===== config.mk =====
export PLATFORM = sky130hd
export DESIGN_NAME = aio_top
export DESIGN_NICKNAME = d
export VERILOG_FILES = /design/src/aio_pkg.sv /design/src/aio_top.sv
export SDC_FILE = /design/constraint.sdc
export NUM_CORES = 1
export LEC_CHECK = 0
export ABC_AREA = 1
export ABC_CLOCK_PERIOD_IN_PS = 6550
export BUFFER_PORTS_ARGS = -buffer_cell sky130_fd_sc_hd__buf_2
export CAP_MARGIN = 20
export CORE_ASPECT_RATIO = 1.1
export CORE_MARGIN = 2
export CORE_UTILIZATION = 55
export DETAILED_ROUTE_END_ITERATION = 7
export GPL_TIMING_DRIVEN = 1
export HOLD_SLACK_MARGIN = 0.15
export PLACE_DENSITY = 0.72
export SYNTH_ARGS = -nofsm -noshare
export SYNTH_HDL_FRONTEND = slang
export SYNTH_SLANG_ARGS = --single-unit

===== constraint.sdc =====
create_clock -name pclk -period 6.55 [get_ports pclk]
set_input_delay 0.655 -clock pclk [delete_from_list [all_inputs] [get_ports pclk]]
set_output_delay 0.655 -clock pclk [all_outputs]
set_load 0.005 [all_outputs]

===== src/aio_pkg.sv =====
// Purpose: constants and types for the alarm input/output block
// Assumes: 20 MHz pclk, 32-bit apb with word registers
// Notes: timing counts derive from the 1 ms tick
package aio_pkg;
    localparam int unsigned CLK_HZ = 20000000;
    localparam int unsigned TICK_MS = 1;
    localparam int unsigned TICK_CYC = CLK_HZ / 1000 * TICK_MS;
    localparam int unsigned DLY_UNIT_MS = 100;
    localparam int unsigned HOLD_UNIT_MS = 1000;
    localparam int unsigned DLY_MAX_MS = 300000;
    localparam int unsigned HOLD_MAX_S = 3000;
    localparam int unsigned WIDTH_MAX_MS = 3000;

    // register byte offsets
    localparam logic [7:0] OFS_SENSE_CTRL = 8'h00;
    localparam logic [7:0] OFS_THRESH = 8'h04;
    localparam logic [7:0] OFS_DRIVE_CTRL = 8'h08;
    localparam logic [7:0] OFS_DELAY = 8'h0c;
    localparam logic [7:0] OFS_HOLD = 8'h10;
    localparam logic [7:0] OFS_LOW_W = 8'h14;
    localparam logic [7:0] OFS_HIGH_W = 8'h18;
    localparam logic [7:0] OFS_STATUS = 8'h1c;
    localparam logic [7:0] OFS_COUNT = 8'h20;
    localparam logic [7:0] OFS_CMD = 8'h24;
    localparam logic [7:0] OFS_IRQ_STAT = 8'h28;
    localparam logic [7:0] OFS_IRQ_CLR = 8'h2c;
    localparam logic [7:0] OFS_IRQ_EN = 8'h30;
    localparam logic [7:0] OFS_LAST = 8'h34;

    // sense control bits
    localparam int unsigned SC_EN = 0;
    localparam int unsigned SC_MODE = 1;
    localparam int unsigned SC_INV = 2;
    // drive control fields
    localparam int unsigned DC_EN = 0;
    localparam int unsigned DC_ON_LSB = 1;
    localparam int unsigned DC_OFF_LSB = 3;
    localparam int unsigned DC_INIT_LSB = 5;
    localparam int unsigned CMD_CLR = 0;
    localparam int unsigned LAST_LVL = 0;

    // irq status bits
    localparam int unsigned IRQ_ALM_ON = 0;
    localparam int unsigned IRQ_ALM_OFF = 1;
    localparam int unsigned IRQ_THR = 2;
    localparam int unsigned IRQ_W = 3;

    localparam logic [1:0] ACT_HIGH = 2'h0;
    localparam logic [1:0] ACT_LOW = 2'h1;
    localparam logic [1:0] ACT_PULSE = 2'h2;
    localparam logic [1:0] INIT_LAST = 2'h0;
    localparam logic [1:0] INIT_HIGH = 2'h1;
    localparam logic [1:0] INIT_LOW = 2'h2;

    localparam logic [31:0] THRESH_RST = 32'h0;
    localparam logic [15:0] DELAY_RST = 16'h0;
    localparam logic [15:0] HOLD_RST = 16'h0;
    localparam logic [15:0] LOW_W_RST = 16'h3e8;
    localparam logic [15:0] HIGH_W_RST = 16'h3e8;

    typedef struct packed {
        logic [1:0] init_sel;
        logic [1:0] off_act;
        logic [1:0] on_act;
        logic enable;
    } aio_drive_cfg_t;

    typedef struct packed {
        logic inv;
        logic counter_mode;
        logic enable;
    } aio_sense_cfg_t;

    typedef enum logic [1:0] {
        AIO_IDLE,
        AIO_DELAY,
        AIO_RUN,
        AIO_DONE
    } aio_act_state_t;
endpackage : aio_pkg


===== src/aio_top.sv =====
// Purpose: sense input alarm logic driving one controlled output
// Assumes: single pclk domain, apb slave, 1 ms tick from pclk
// Notes: last level is kept in a register held by always-on supply
//
// Behaviour
// - sense input disabled after reset until enabled
// - level mode default; alarm follows input
// - counter counts rising, falling when inverted
// - counter alarm when count reaches threshold
// - alarm active high, inversion makes active low
// - output disabled after reset, reacts when enabled
// - alarm on: high default, low, pulse
// - alarm off: high, low default, pulse
// - power-on state always last: init_sel is read while still at its reset value
// - start delay in 100 ms units
// - hold time stops action; zero runs forever
// - pulse low phase lasts low width
// - pulse high phase lasts high width
// - square wave only when pulse selected
// - only source is first input alarm
// - clear resets count; states readable
`timescale 1ns/10ps
module aio_top
    import aio_pkg::*;
#(
    parameter int unsigned TICK_CYCLES = TICK_CYC
)
(
    input wire logic pclk, // system clock
    input wire logic presetn, // async reset, active low
    input wire logic clk_en, // freezes all state while low
    input wire logic psel, // apb select
    input wire logic penable, // apb access phase
    input wire logic pwrite, // apb direction
    input wire logic [7:0] paddr, // apb byte address
    input wire logic [31:0] pwdata, // apb write data
    output logic [31:0] prdata, // apb read data
    output logic pready, // apb ready
    output logic pslverr, // apb error on unmapped address
    input wire logic sense_input, // field input pin
    input wire logic last_lvl_in, // retained level at power-on
    output logic drive_out, // controlled output pin
    output logic last_lvl_out, // level to retain across power-off
    output logic irq // level interrupt
);
    import aio_pkg::*;

    aio_sense_cfg_t scfg_r;
    aio_drive_cfg_t dcfg_r;
    logic [31:0] thresh_r;
    logic [15:0] delay_r, hold_r, low_w_r, high_w_r;
    logic [IRQ_W-1:0] irq_stat_r, irq_en_r, irq_set;
    logic [31:0] count_r;
    logic sync1_r, sync2_r, prev_r;
    logic alarm_r, cnt_alarm_r;
    logic [31:0] tick_cnt_r;
    logic tick_r;
    logic clr_cmd;
    logic init_done_r;
    aio_act_state_t st_r;
    logic [31:0] dly_cnt_r, hold_cnt_r, ph_cnt_r;
    logic [1:0] act_r;
    logic ph_hi_r;

    wire acc = psel && penable && clk_en;
    wire wr = acc && pwrite;
    wire rd_ok = (paddr <= OFS_LAST) && (paddr[1:0] == 2'h0);

    // registers
    always_ff @(posedge pclk or negedge presetn)
    begin
        if (!presetn)
        begin
            scfg_r <= '0;
            // off action defaults to low, on action to high
            dcfg_r <= '{init_sel: INIT_LAST, off_act: ACT_LOW,
                        on_act: ACT_HIGH, enable: 1'b0};
            thresh_r <= THRESH_RST;
            delay_r <= DELAY_RST;
            hold_r <= HOLD_RST;
            low_w_r <= LOW_W_RST;
            high_w_r <= HIGH_W_RST;
            irq_en_r <= '0;
        end
        else if (wr)
        begin
            case (paddr)
                OFS_SENSE_CTRL: scfg_r <= pwdata[2:0];
                OFS_THRESH: thresh_r <= pwdata;
                OFS_DRIVE_CTRL: dcfg_r <= pwdata[6:0];
                OFS_DELAY: delay_r <= pwdata[15:0];
                OFS_HOLD: hold_r <= pwdata[15:0];
                OFS_LOW_W: low_w_r <= pwdata[15:0];
                OFS_HIGH_W: high_w_r <= pwdata[15:0];
                OFS_IRQ_EN: irq_en_r <= pwdata[IRQ_W-1:0];
                default: ;
            endcase
        end
    end

    assign clr_cmd = wr && (paddr == OFS_CMD) && pwdata[CMD_CLR];

    // apb answer; zero wait states
    always_ff @(posedge pclk or negedge presetn)
    begin
        if (!presetn)
        begin
            prdata <= 32'h0;
            pready <= 1'b0;
            pslverr <= 1'b0;
        end
        else if (clk_en)
        begin
            pready <= psel && !penable;
            pslverr <= psel && !penable && !rd_ok;
            prdata <= 32'h0;
            if (psel && !penable && !pwrite)
            begin
                case (paddr)
                    OFS_SENSE_CTRL: prdata <= {29'h0, scfg_r};
                    OFS_THRESH: prdata <= thresh_r;
                    OFS_DRIVE_CTRL: prdata <= {25'h0, dcfg_r};
                    OFS_DELAY: prdata <= {16'h0, delay_r};
                    OFS_HOLD: prdata <= {16'h0, hold_r};
                    OFS_LOW_W: prdata <= {16'h0, low_w_r};
                    OFS_HIGH_W: prdata <= {16'h0, high_w_r};
                    OFS_STATUS: prdata <= {29'h0, drive_out, alarm_r,
                        sync2_r};
                    OFS_COUNT: prdata <= count_r;
                    OFS_IRQ_STAT: prdata <= {29'h0, irq_stat_r};
                    OFS_IRQ_EN: prdata <= {29'h0, irq_en_r};
                    default: prdata <= 32'h0;
                endcase
            end
        end
    end

    // 1 ms tick
    always_ff @(posedge pclk or negedge presetn)
    begin
        if (!presetn)
        begin
            tick_cnt_r <= 32'h0;
            tick_r <= 1'b0;
        end
        else if (clk_en)
        begin
            tick_r <= (tick_cnt_r == TICK_CYCLES - 1);
            if (tick_cnt_r == TICK_CYCLES - 1)
                tick_cnt_r <= 32'h0;
            else
                tick_cnt_r <= tick_cnt_r + 32'h1;
        end
    end

    // two-stage synchroniser, then edge history
    always_ff @(posedge pclk or negedge presetn)
    begin
        if (!presetn)
        begin
            sync1_r <= 1'b0;
            sync2_r <= 1'b0;
            prev_r <= 1'b0;
        end
        else if (clk_en)
        begin
            sync1_r <= sense_input;
            sync2_r <= sync1_r;
            prev_r <= sync2_r;
        end
    end

    wire active_lvl = sync2_r ^ scfg_r.inv;
    // counted edge: rising normally, falling with inversion
    wire edge_hit = scfg_r.inv ? (prev_r && !sync2_r)
                               : (!prev_r && sync2_r);

    always_ff @(posedge pclk or negedge presetn)
    begin
        if (!presetn)
        begin
            count_r <= 32'h0;
            cnt_alarm_r <= 1'b0;
        end
        else if (clk_en)
        begin
            if (clr_cmd)
            begin
                count_r <= 32'h0;
                cnt_alarm_r <= 1'b0;
            end
            else if (scfg_r.enable && scfg_r.counter_mode)
            begin
                if (edge_hit && count_r != 32'hffffffff)
                    count_r <= count_r + 32'h1;
                if (count_r >= thresh_r)
                    cnt_alarm_r <= 1'b1;
            end
        end
    end

    // input alarm, the only output source
    always_ff @(posedge pclk or negedge presetn)
    begin
        if (!presetn)
            alarm_r <= 1'b0;
        else if (clk_en)
        begin
            if (!scfg_r.enable)
                alarm_r <= 1'b0;
            else if (scfg_r.counter_mode)
                alarm_r <= cnt_alarm_r;
            else
                alarm_r <= active_lvl;
        end
    end

    logic alarm_d_r;
    always_ff @(posedge pclk or negedge presetn)
    begin
        if (!presetn)
            alarm_d_r <= 1'b0;
        else if (clk_en)
            alarm_d_r <= alarm_r;
    end
    wire alarm_rise = alarm_r && !alarm_d_r;
    wire alarm_fall = !alarm_r && alarm_d_r;
    wire trig = dcfg_r.enable && (alarm_rise || alarm_fall);

    // action sequencer: delay, then level or pulse train, until hold ends
    wire [31:0] dly_ms = {16'h0, delay_r} * DLY_UNIT_MS;
    wire [31:0] hold_ms = {16'h0, hold_r} * HOLD_UNIT_MS;
    wire [31:0] lw = (low_w_r == 16'h0) ? 32'h1 : {16'h0, low_w_r};
    wire [31:0] hw = (high_w_r == 16'h0) ? 32'h1 : {16'h0, high_w_r};

    always_ff @(posedge pclk or negedge presetn)
    begin
        if (!presetn)
        begin
            st_r <= AIO_IDLE;
            act_r <= ACT_LOW;
            dly_cnt_r <= 32'h0;
            hold_cnt_r <= 32'h0;
            ph_cnt_r <= 32'h0;
            ph_hi_r <= 1'b0;
        end
        else if (clk_en)
        begin
            if (trig)
            begin
                // a new action always replaces the running one
                act_r <= alarm_rise ? dcfg_r.on_act
                                    : dcfg_r.off_act;
                dly_cnt_r <= 32'h0;
                hold_cnt_r <= 32'h0;
                ph_cnt_r <= 32'h0;
                ph_hi_r <= 1'b1;
                st_r <= (delay_r == 16'h0) ? AIO_RUN : AIO_DELAY;
            end
            else if (!dcfg_r.enable)
                st_r <= AIO_IDLE;
            else if (tick_r)
            begin
                case (st_r)
                    AIO_DELAY:
                    begin
                        if (dly_cnt_r + 32'h1 >= dly_ms)
                            st_r <= AIO_RUN;
                        dly_cnt_r <= dly_cnt_r + 32'h1;
                    end
                    AIO_RUN:
                    begin
                        hold_cnt_r <= hold_cnt_r + 32'h1;
                        if (hold_r != 16'h0 && hold_cnt_r + 32'h1 >= hold_ms)
                            st_r <= AIO_DONE;
                        if (act_r == ACT_PULSE)
                        begin
                            if (ph_cnt_r + 32'h1 >= (ph_hi_r ? hw : lw))
                            begin
                                ph_cnt_r <= 32'h0;
                                ph_hi_r <= !ph_hi_r;
                            end
                            else
                                ph_cnt_r <= ph_cnt_r + 32'h1;
                        end
                    end
                    default: ;
                endcase
            end
        end
    end

    // output pin with power-on initial state
    always_ff @(posedge pclk or negedge presetn)
    begin
        if (!presetn)
        begin
            drive_out <= 1'b0;
            init_done_r <= 1'b0;
        end
        else if (clk_en)
        begin
            if (!init_done_r)
            begin
                // strap sampled after release, one cycle to settle
                init_done_r <= 1'b1;
                case (dcfg_r.init_sel)
                    INIT_HIGH: drive_out <= 1'b1;
                    INIT_LOW: drive_out <= 1'b0;
                    default: drive_out <= last_lvl_in;
                endcase
            end
            else if (st_r == AIO_RUN)
            begin
                case (act_r)
                    ACT_HIGH: drive_out <= 1'b1;
                    ACT_LOW: drive_out <= 1'b0;
                    ACT_PULSE: drive_out <= ph_hi_r;
                    default: drive_out <= drive_out;
                endcase
            end
        end
    end

    // retained copy follows each change of the pin
    always_ff @(posedge pclk or negedge presetn)
    begin
        if (!presetn)
            last_lvl_out <= 1'b0;
        else if (clk_en && init_done_r)
            last_lvl_out <= drive_out;
    end

    // interrupts: set wins over clear
    // threshold event: the cycle in which the counter alarm gets set
    assign irq_set = {!cnt_alarm_r && !clr_cmd && scfg_r.enable
                      && scfg_r.counter_mode && count_r >= thresh_r,
                      alarm_fall, alarm_rise};
    wire [IRQ_W-1:0] irq_clr = (wr && paddr == OFS_IRQ_CLR)
        ? pwdata[IRQ_W-1:0] : '0;
    always_ff @(posedge pclk or negedge presetn)
    begin
        if (!presetn)
        begin
            irq_stat_r <= '0;
            irq <= 1'b0;
        end
        else if (clk_en)
        begin
            irq_stat_r <= (irq_stat_r & ~irq_clr) | irq_set;
            irq <= |(((irq_stat_r & ~irq_clr) | irq_set) & irq_en_r);
        end
    end
endmodule : aio_top


# Word-level counts from Yosys, hierarchy flattened
# Cells that the tools add are included.
# word_totals
regBits	322
output_inout_bits	37
inputBits	48
# op_classes
n_reduce_logical	68
n_bitwise	5
addsub	5
eq_ne	26
multipliers	2
mux	48
magnitude_cmp	5
# ops
operator	n
$mux W32	19
$pmux W32 S11	1
$add A32 B1 Y32 const B	5
$logic_not A16 Y1	3
$mux W16	3
$eq A8 B6 Y1 const B	5
$eq A32 B15 Y1 const B	1
$eq A8 B5 Y1 const B	4
$ge A32 B16 Y1	1
$ge A32 B23 Y1	1
$ge A32 B26 Y1	1
$ge A32 B32 Y1	1
$ne A32 B32 Y1 const B	1
$logic_and A1 B1 Y1	23
$mul A16 B7 Y23 const B	1
$mul A16 B5 Y21 const B	1
$reduce_and A2 Y1	9
$reduce_bool A2 Y1	9
$eq A8 B4 Y1 const B	2
$reduce_bool A16 Y1	1
$mux W1	14
$mux W2	7
$logic_not A1 Y1	10
$reduce_and A5 Y1	2
other kinds (23)	34

# Depth between registers and ports, before layout
# logic_depth
depth_word	13
mapped_depth	31
depth_no_buf	31

# Worst setup path before layout
# No wires, ideal clock.
# synth_path
kind	reg-to-reg
from	register hold_r[5]
to	register st_r[0]
setup_ns	0.066
t_arrival_ns	5.242
stages_incl_launch_ff	30
path_buffers	0
path_slack_ns	1.242
period_less_slack_ns	5.308
path_cell_list	dfrtp_1 inv_1 fa_1 fa_1 fa_1 fa_1 inv_1 ha_1 nand2_1 or2_2 nand3_1 nand2_1 nand2_1 a21oi_1 o21ai_0 nand3_1 nand2_1 xor2_1 ha_1 a21oi_1 o21ai_0 a41oi_1 nand2_1 nand2_1 nand2_1 nand2_1 nand2_1 nand3_1 nand2_1 nand2_1
# synth_between
elab_chain_cells	5
# synth_rtl
item	line	text
from (decl)	aio_top.sv:51	logic [15:0] delay_r, hold_r, low_w_r, high_w_r;
from (signal assigned)	aio_top.sv:92	OFS_HOLD: hold_r <= pwdata[15:0];
$mul A16 B7 Y23	aio_top.sv:232	wire [31:0] hold_ms = {16'h0, hold_r} * HOLD_UNIT_MS;
$ge A32 B26 Y1	aio_top.sv:274	if (hold_r != 16'h0 && hold_cnt_r + 32'h1 >= hold_ms)
$logic_and A1 B1 Y1 *	aio_top.sv:274	
$ne A4 B4 Y1 (no line) *	n/a	
$reduce_and A5 Y1 (no line) *	n/a	
to (signal assigned)	aio_top.sv:258	st_r <= (delay_r == 16'h0) ? AIO_RUN : AIO_DELAY;
to (decl)	aio_top.sv:60	aio_act_state_t st_r;
# Mark *: on every way between the ends. The rest lies on a longest branch, timed or not.
# A chain may end at the register's enable or synchronous reset.

# Worst setup path in the final report
# layout_path
from	register hold_r[5]
to	register st_r[1]
# Same word-level chain as after synthesis.

==> impl_metrics.toml <==
[logic_synthesis]
syn_inst = 3052
synth.yosys.warnings = 0
synth_edf_count = 0
ys_ff_latch = 322
yosysSeqAreaShare = 0.342
async_flop_share = 1.00
synthFlopType = "dfrtp_1"
syn_avg_cell_area_um2 = 7.73
syn_area_um2 = 23600
synth_cell_types = 53
syn_nets = 3390

[clock_network]
htree_levels = 2
numCtsBuffers = 37
insertion_delay_ns = 0.58
hold_buffers = 1
cts_root_buffer = "clkbuf_16"
cts.sinks = 322
clk_pin_slew_worst_paths_ns = 0.06
cts_buffer_depth = 3
cts_tree = "built"
ctsResizeCount = 0
postCtsSetupRepairBufs = 0

[setup_path]
reg2reg_depth = 29
critPathCaptureType = "register"
endpoint = "st_r[1]"
cp_max_fo = 5
crit_start = "hold_r[5]"
r2r_slack_ns = 0.57
crit_type = "reg2reg"
max_stage_delay_ns = 0.55
cp-start-kind = "register"
crit_required_ns = 7.04
cpMaxStageDelayCell = "fa_1"
crit_top_cell = "nand2_1"
worstReg2RegEnd = "st_r[1]"
rr_startpoint = "hold_r[5]"
arrival_ns = 6.47

[placed_design]
dpl.cell_count = 3655
dp_hpwl_mm = 48.6
numPortBuffers = 84
finalWeightedCongestion = 0.983

[global_route]
antenna_found_initial = 0
gr-total-overflow = 0
grt_pass1_wl_mm = 104
grt_pass1_vias = 20526
grt_max_degree = 130
grt.total_usage = 0.287

[drt]
wire_per_inst_um = 17.0
drtAntennaViolNets = 0
vias = 20621
drc = 0
routed_wl_mm = 63.2
drtPass1Iterations = 6
first_iter_violations = 1589
routed_via_density = 5.54

[finish]
fin_nets = 3467
drive_gt1_frac = 0.0609
ff_latch_area_um2 = 8080
antenna_cells = 0
final_cells = 3722
n_fill_cell = 3922
multiInputGateArea_um2 = 13300
area_growth_pct = 9.65

[floorplan]
fp.dieW_um = 201
ios = 85
core_um2 = 42300
initial_core_util = 0.557
dieArea_um2 = 44600
dieHeight_um = 221
std_cell_rows = 79

[power]
swShare = 0.248
seqPwrFrac = 0.462
p_leak_nw = 13.6
power.density_nw_per_um2 = 172
ir_drop_mv = 0.193
p_int_mw = 3.34
combPwrFrac = 0.060
clock_power_share = 0.478
p_switching_mw = 1.10

[timing]
clock.fmax_mhz = 167
finalSetupViolations = 0
whs_ns = 0.325
hold_violations = 0
period_share = 0.913
layout_min_cycle_time_ns = 5.98
max_slew_margin = 0.289
drv_slew = 0
rsz0062_at_grt = "false"
setup_tns_ns = 0
tightest_slew_ns = 1.04
clock_skew_ns = 0.0242

[worst_hold_path]
hp-class = "in2reg"

[outcome]
status = "completed"

[flow_run]
drv_cap = 0
-- metrics by stage --
stage / instance area [um^2] / power [mW] / utilization / setup WS, ns
floorplan: 23600 / 2.23 / - / 1.24
global placement: 24600 / 2.35 / 0.581 / 0.609
detailed placement: 24600 / 2.36 / 0.581 / 0.579
CTS: 25800 / 4.49 / 0.611 / 0.532
global route: 25900 / 4.60 / 0.611 / 0.00357
finish: 25900 / 4.45 / 0.611 / 0.569
-- synth_stat cells, types with 45 or more instances --
master | n | area (um^2)
a21oi_1 | 116 | 581
nand3_1 | 99 | 495
nor3_1 | 55 | 275
o21ai_0 | 214 | 1070
o22ai_1 | 93 | 582
nand4_1 | 45 | 282
inv_1 | 525 | 1970
dfrtp_1 | 308 | 7710
nand2_1 | 667 | 2500
nor2_1 | 277 | 1040
ha_1 | 225 | 2820
xor2_1 | 112 | 981
clkbuf_1 | 50 | 188
fa_1 | 65 | 1300
-- state kept, by name, summed over array words and instances (netlist names), 32 cells and up --
name / cells
count_r: 32
dly_cnt_r: 32
hold_cnt_r: 32
ph_cnt_r: 32
prdata: 32
thresh_r: 32
tick_cnt_r: 32
-- cells in the final DEF, fill, tap and decap left out, types with 7 or more instances in the layout --
cell	count
fa_1	65
ha_1	225
dfstp_2	14
nor3b_1	7
xnor2_1	19
nand2_1	666
a221oi_1	7
o22ai_1	93
o21ai_0	214
xor2_1	112
clkbuf_8	11
nand4_1	45
nand3_1	99
a22o_1	24
a21oi_1	115
nor2_1	277
o211ai_1	7
inv_1	525
clkbuf_16	38
nor3_1	55
dfrtp_1	308
a2111oi_0	13
nor4_1	29
buf_4	12
buf_2	83
-- worst min path at each step --
stage	startpoint	depth (start not counted)	endpoint
floorplan	presetn	0	act_r[1]
global placement	sync1_r	2	sync1_r
detailed placement	sync1_r	2	sync1_r
CTS	sense_input	3	sync1_r
global route	sense_input	3	sync1_r
finish	sense_input	3	sync1_r
-- layer usage --
| layer | share of wire | global-route usage | up-vias |
|---|---|---|---|
| li1 | - | - | 10069 |
| met1 | 0.44 | 0.378 | 9920 |
| met2 | 0.49 | 0.487 | 513 |
| met3 | 0.043 | 0.0314 | 119 |
| met4 | 0.034 | 0.113 | 0 |
| met5 | 0 | 0 | - |
-- power by group through the flow --
stage / registers, mW / logic (mW) / clock network, mW
2_1_floorplan: 2.08 / 0.150 / 0
3_3_place_gp: 2.09 / 0.258 / 0
3_5_place_dp: 2.09 / 0.267 / 0
4_1_cts: 2.05 / 0.269 / 2.16
5_1_grt: 2.06 / 0.305 / 2.23
6_report: 2.05 / 0.266 / 2.13
-- final cells by class --
class,instances,area share
multi-input combinational,2138,0.513
sequential,322,0.312
inverter,531,0.0771
clock buffer,55,0.0435
tap,567,0.0274
timing repair buffer,99,0.0221
clock inverter,10,0.00416
-- critical path, delay by kind of cell (launching register included) --
family	cells	cell delay [ns]
buffers and inverters	2	0.31
AND/OR/NAND/NOR	15	1.54
AO/OA/AOI/OAI	5	0.85
flip-flops	1	0.43
XOR/XNOR	1	0.15
adder cells (fa/ha/maj)	6	2.62
-- kinds of logic (layout without fill, tap and decap cells) --
family | count (synthesis) | after routing | synth area share
muxes | 1 | 1 | 0.000424
DFF | 322 | 322 | 0.342
adders and majority gates | 290 | 290 | 0.175
xor gates and xnor gates | 131 | 131 | 0.0487
buffers and inverters | 592 | 695 | 0.0948
and+or+nand+nor | 1205 | 1205 | 0.214
AOI/OAI and AO/OA | 511 | 511 | 0.125
Note: power is estimated with default switching activity, not from simulation.
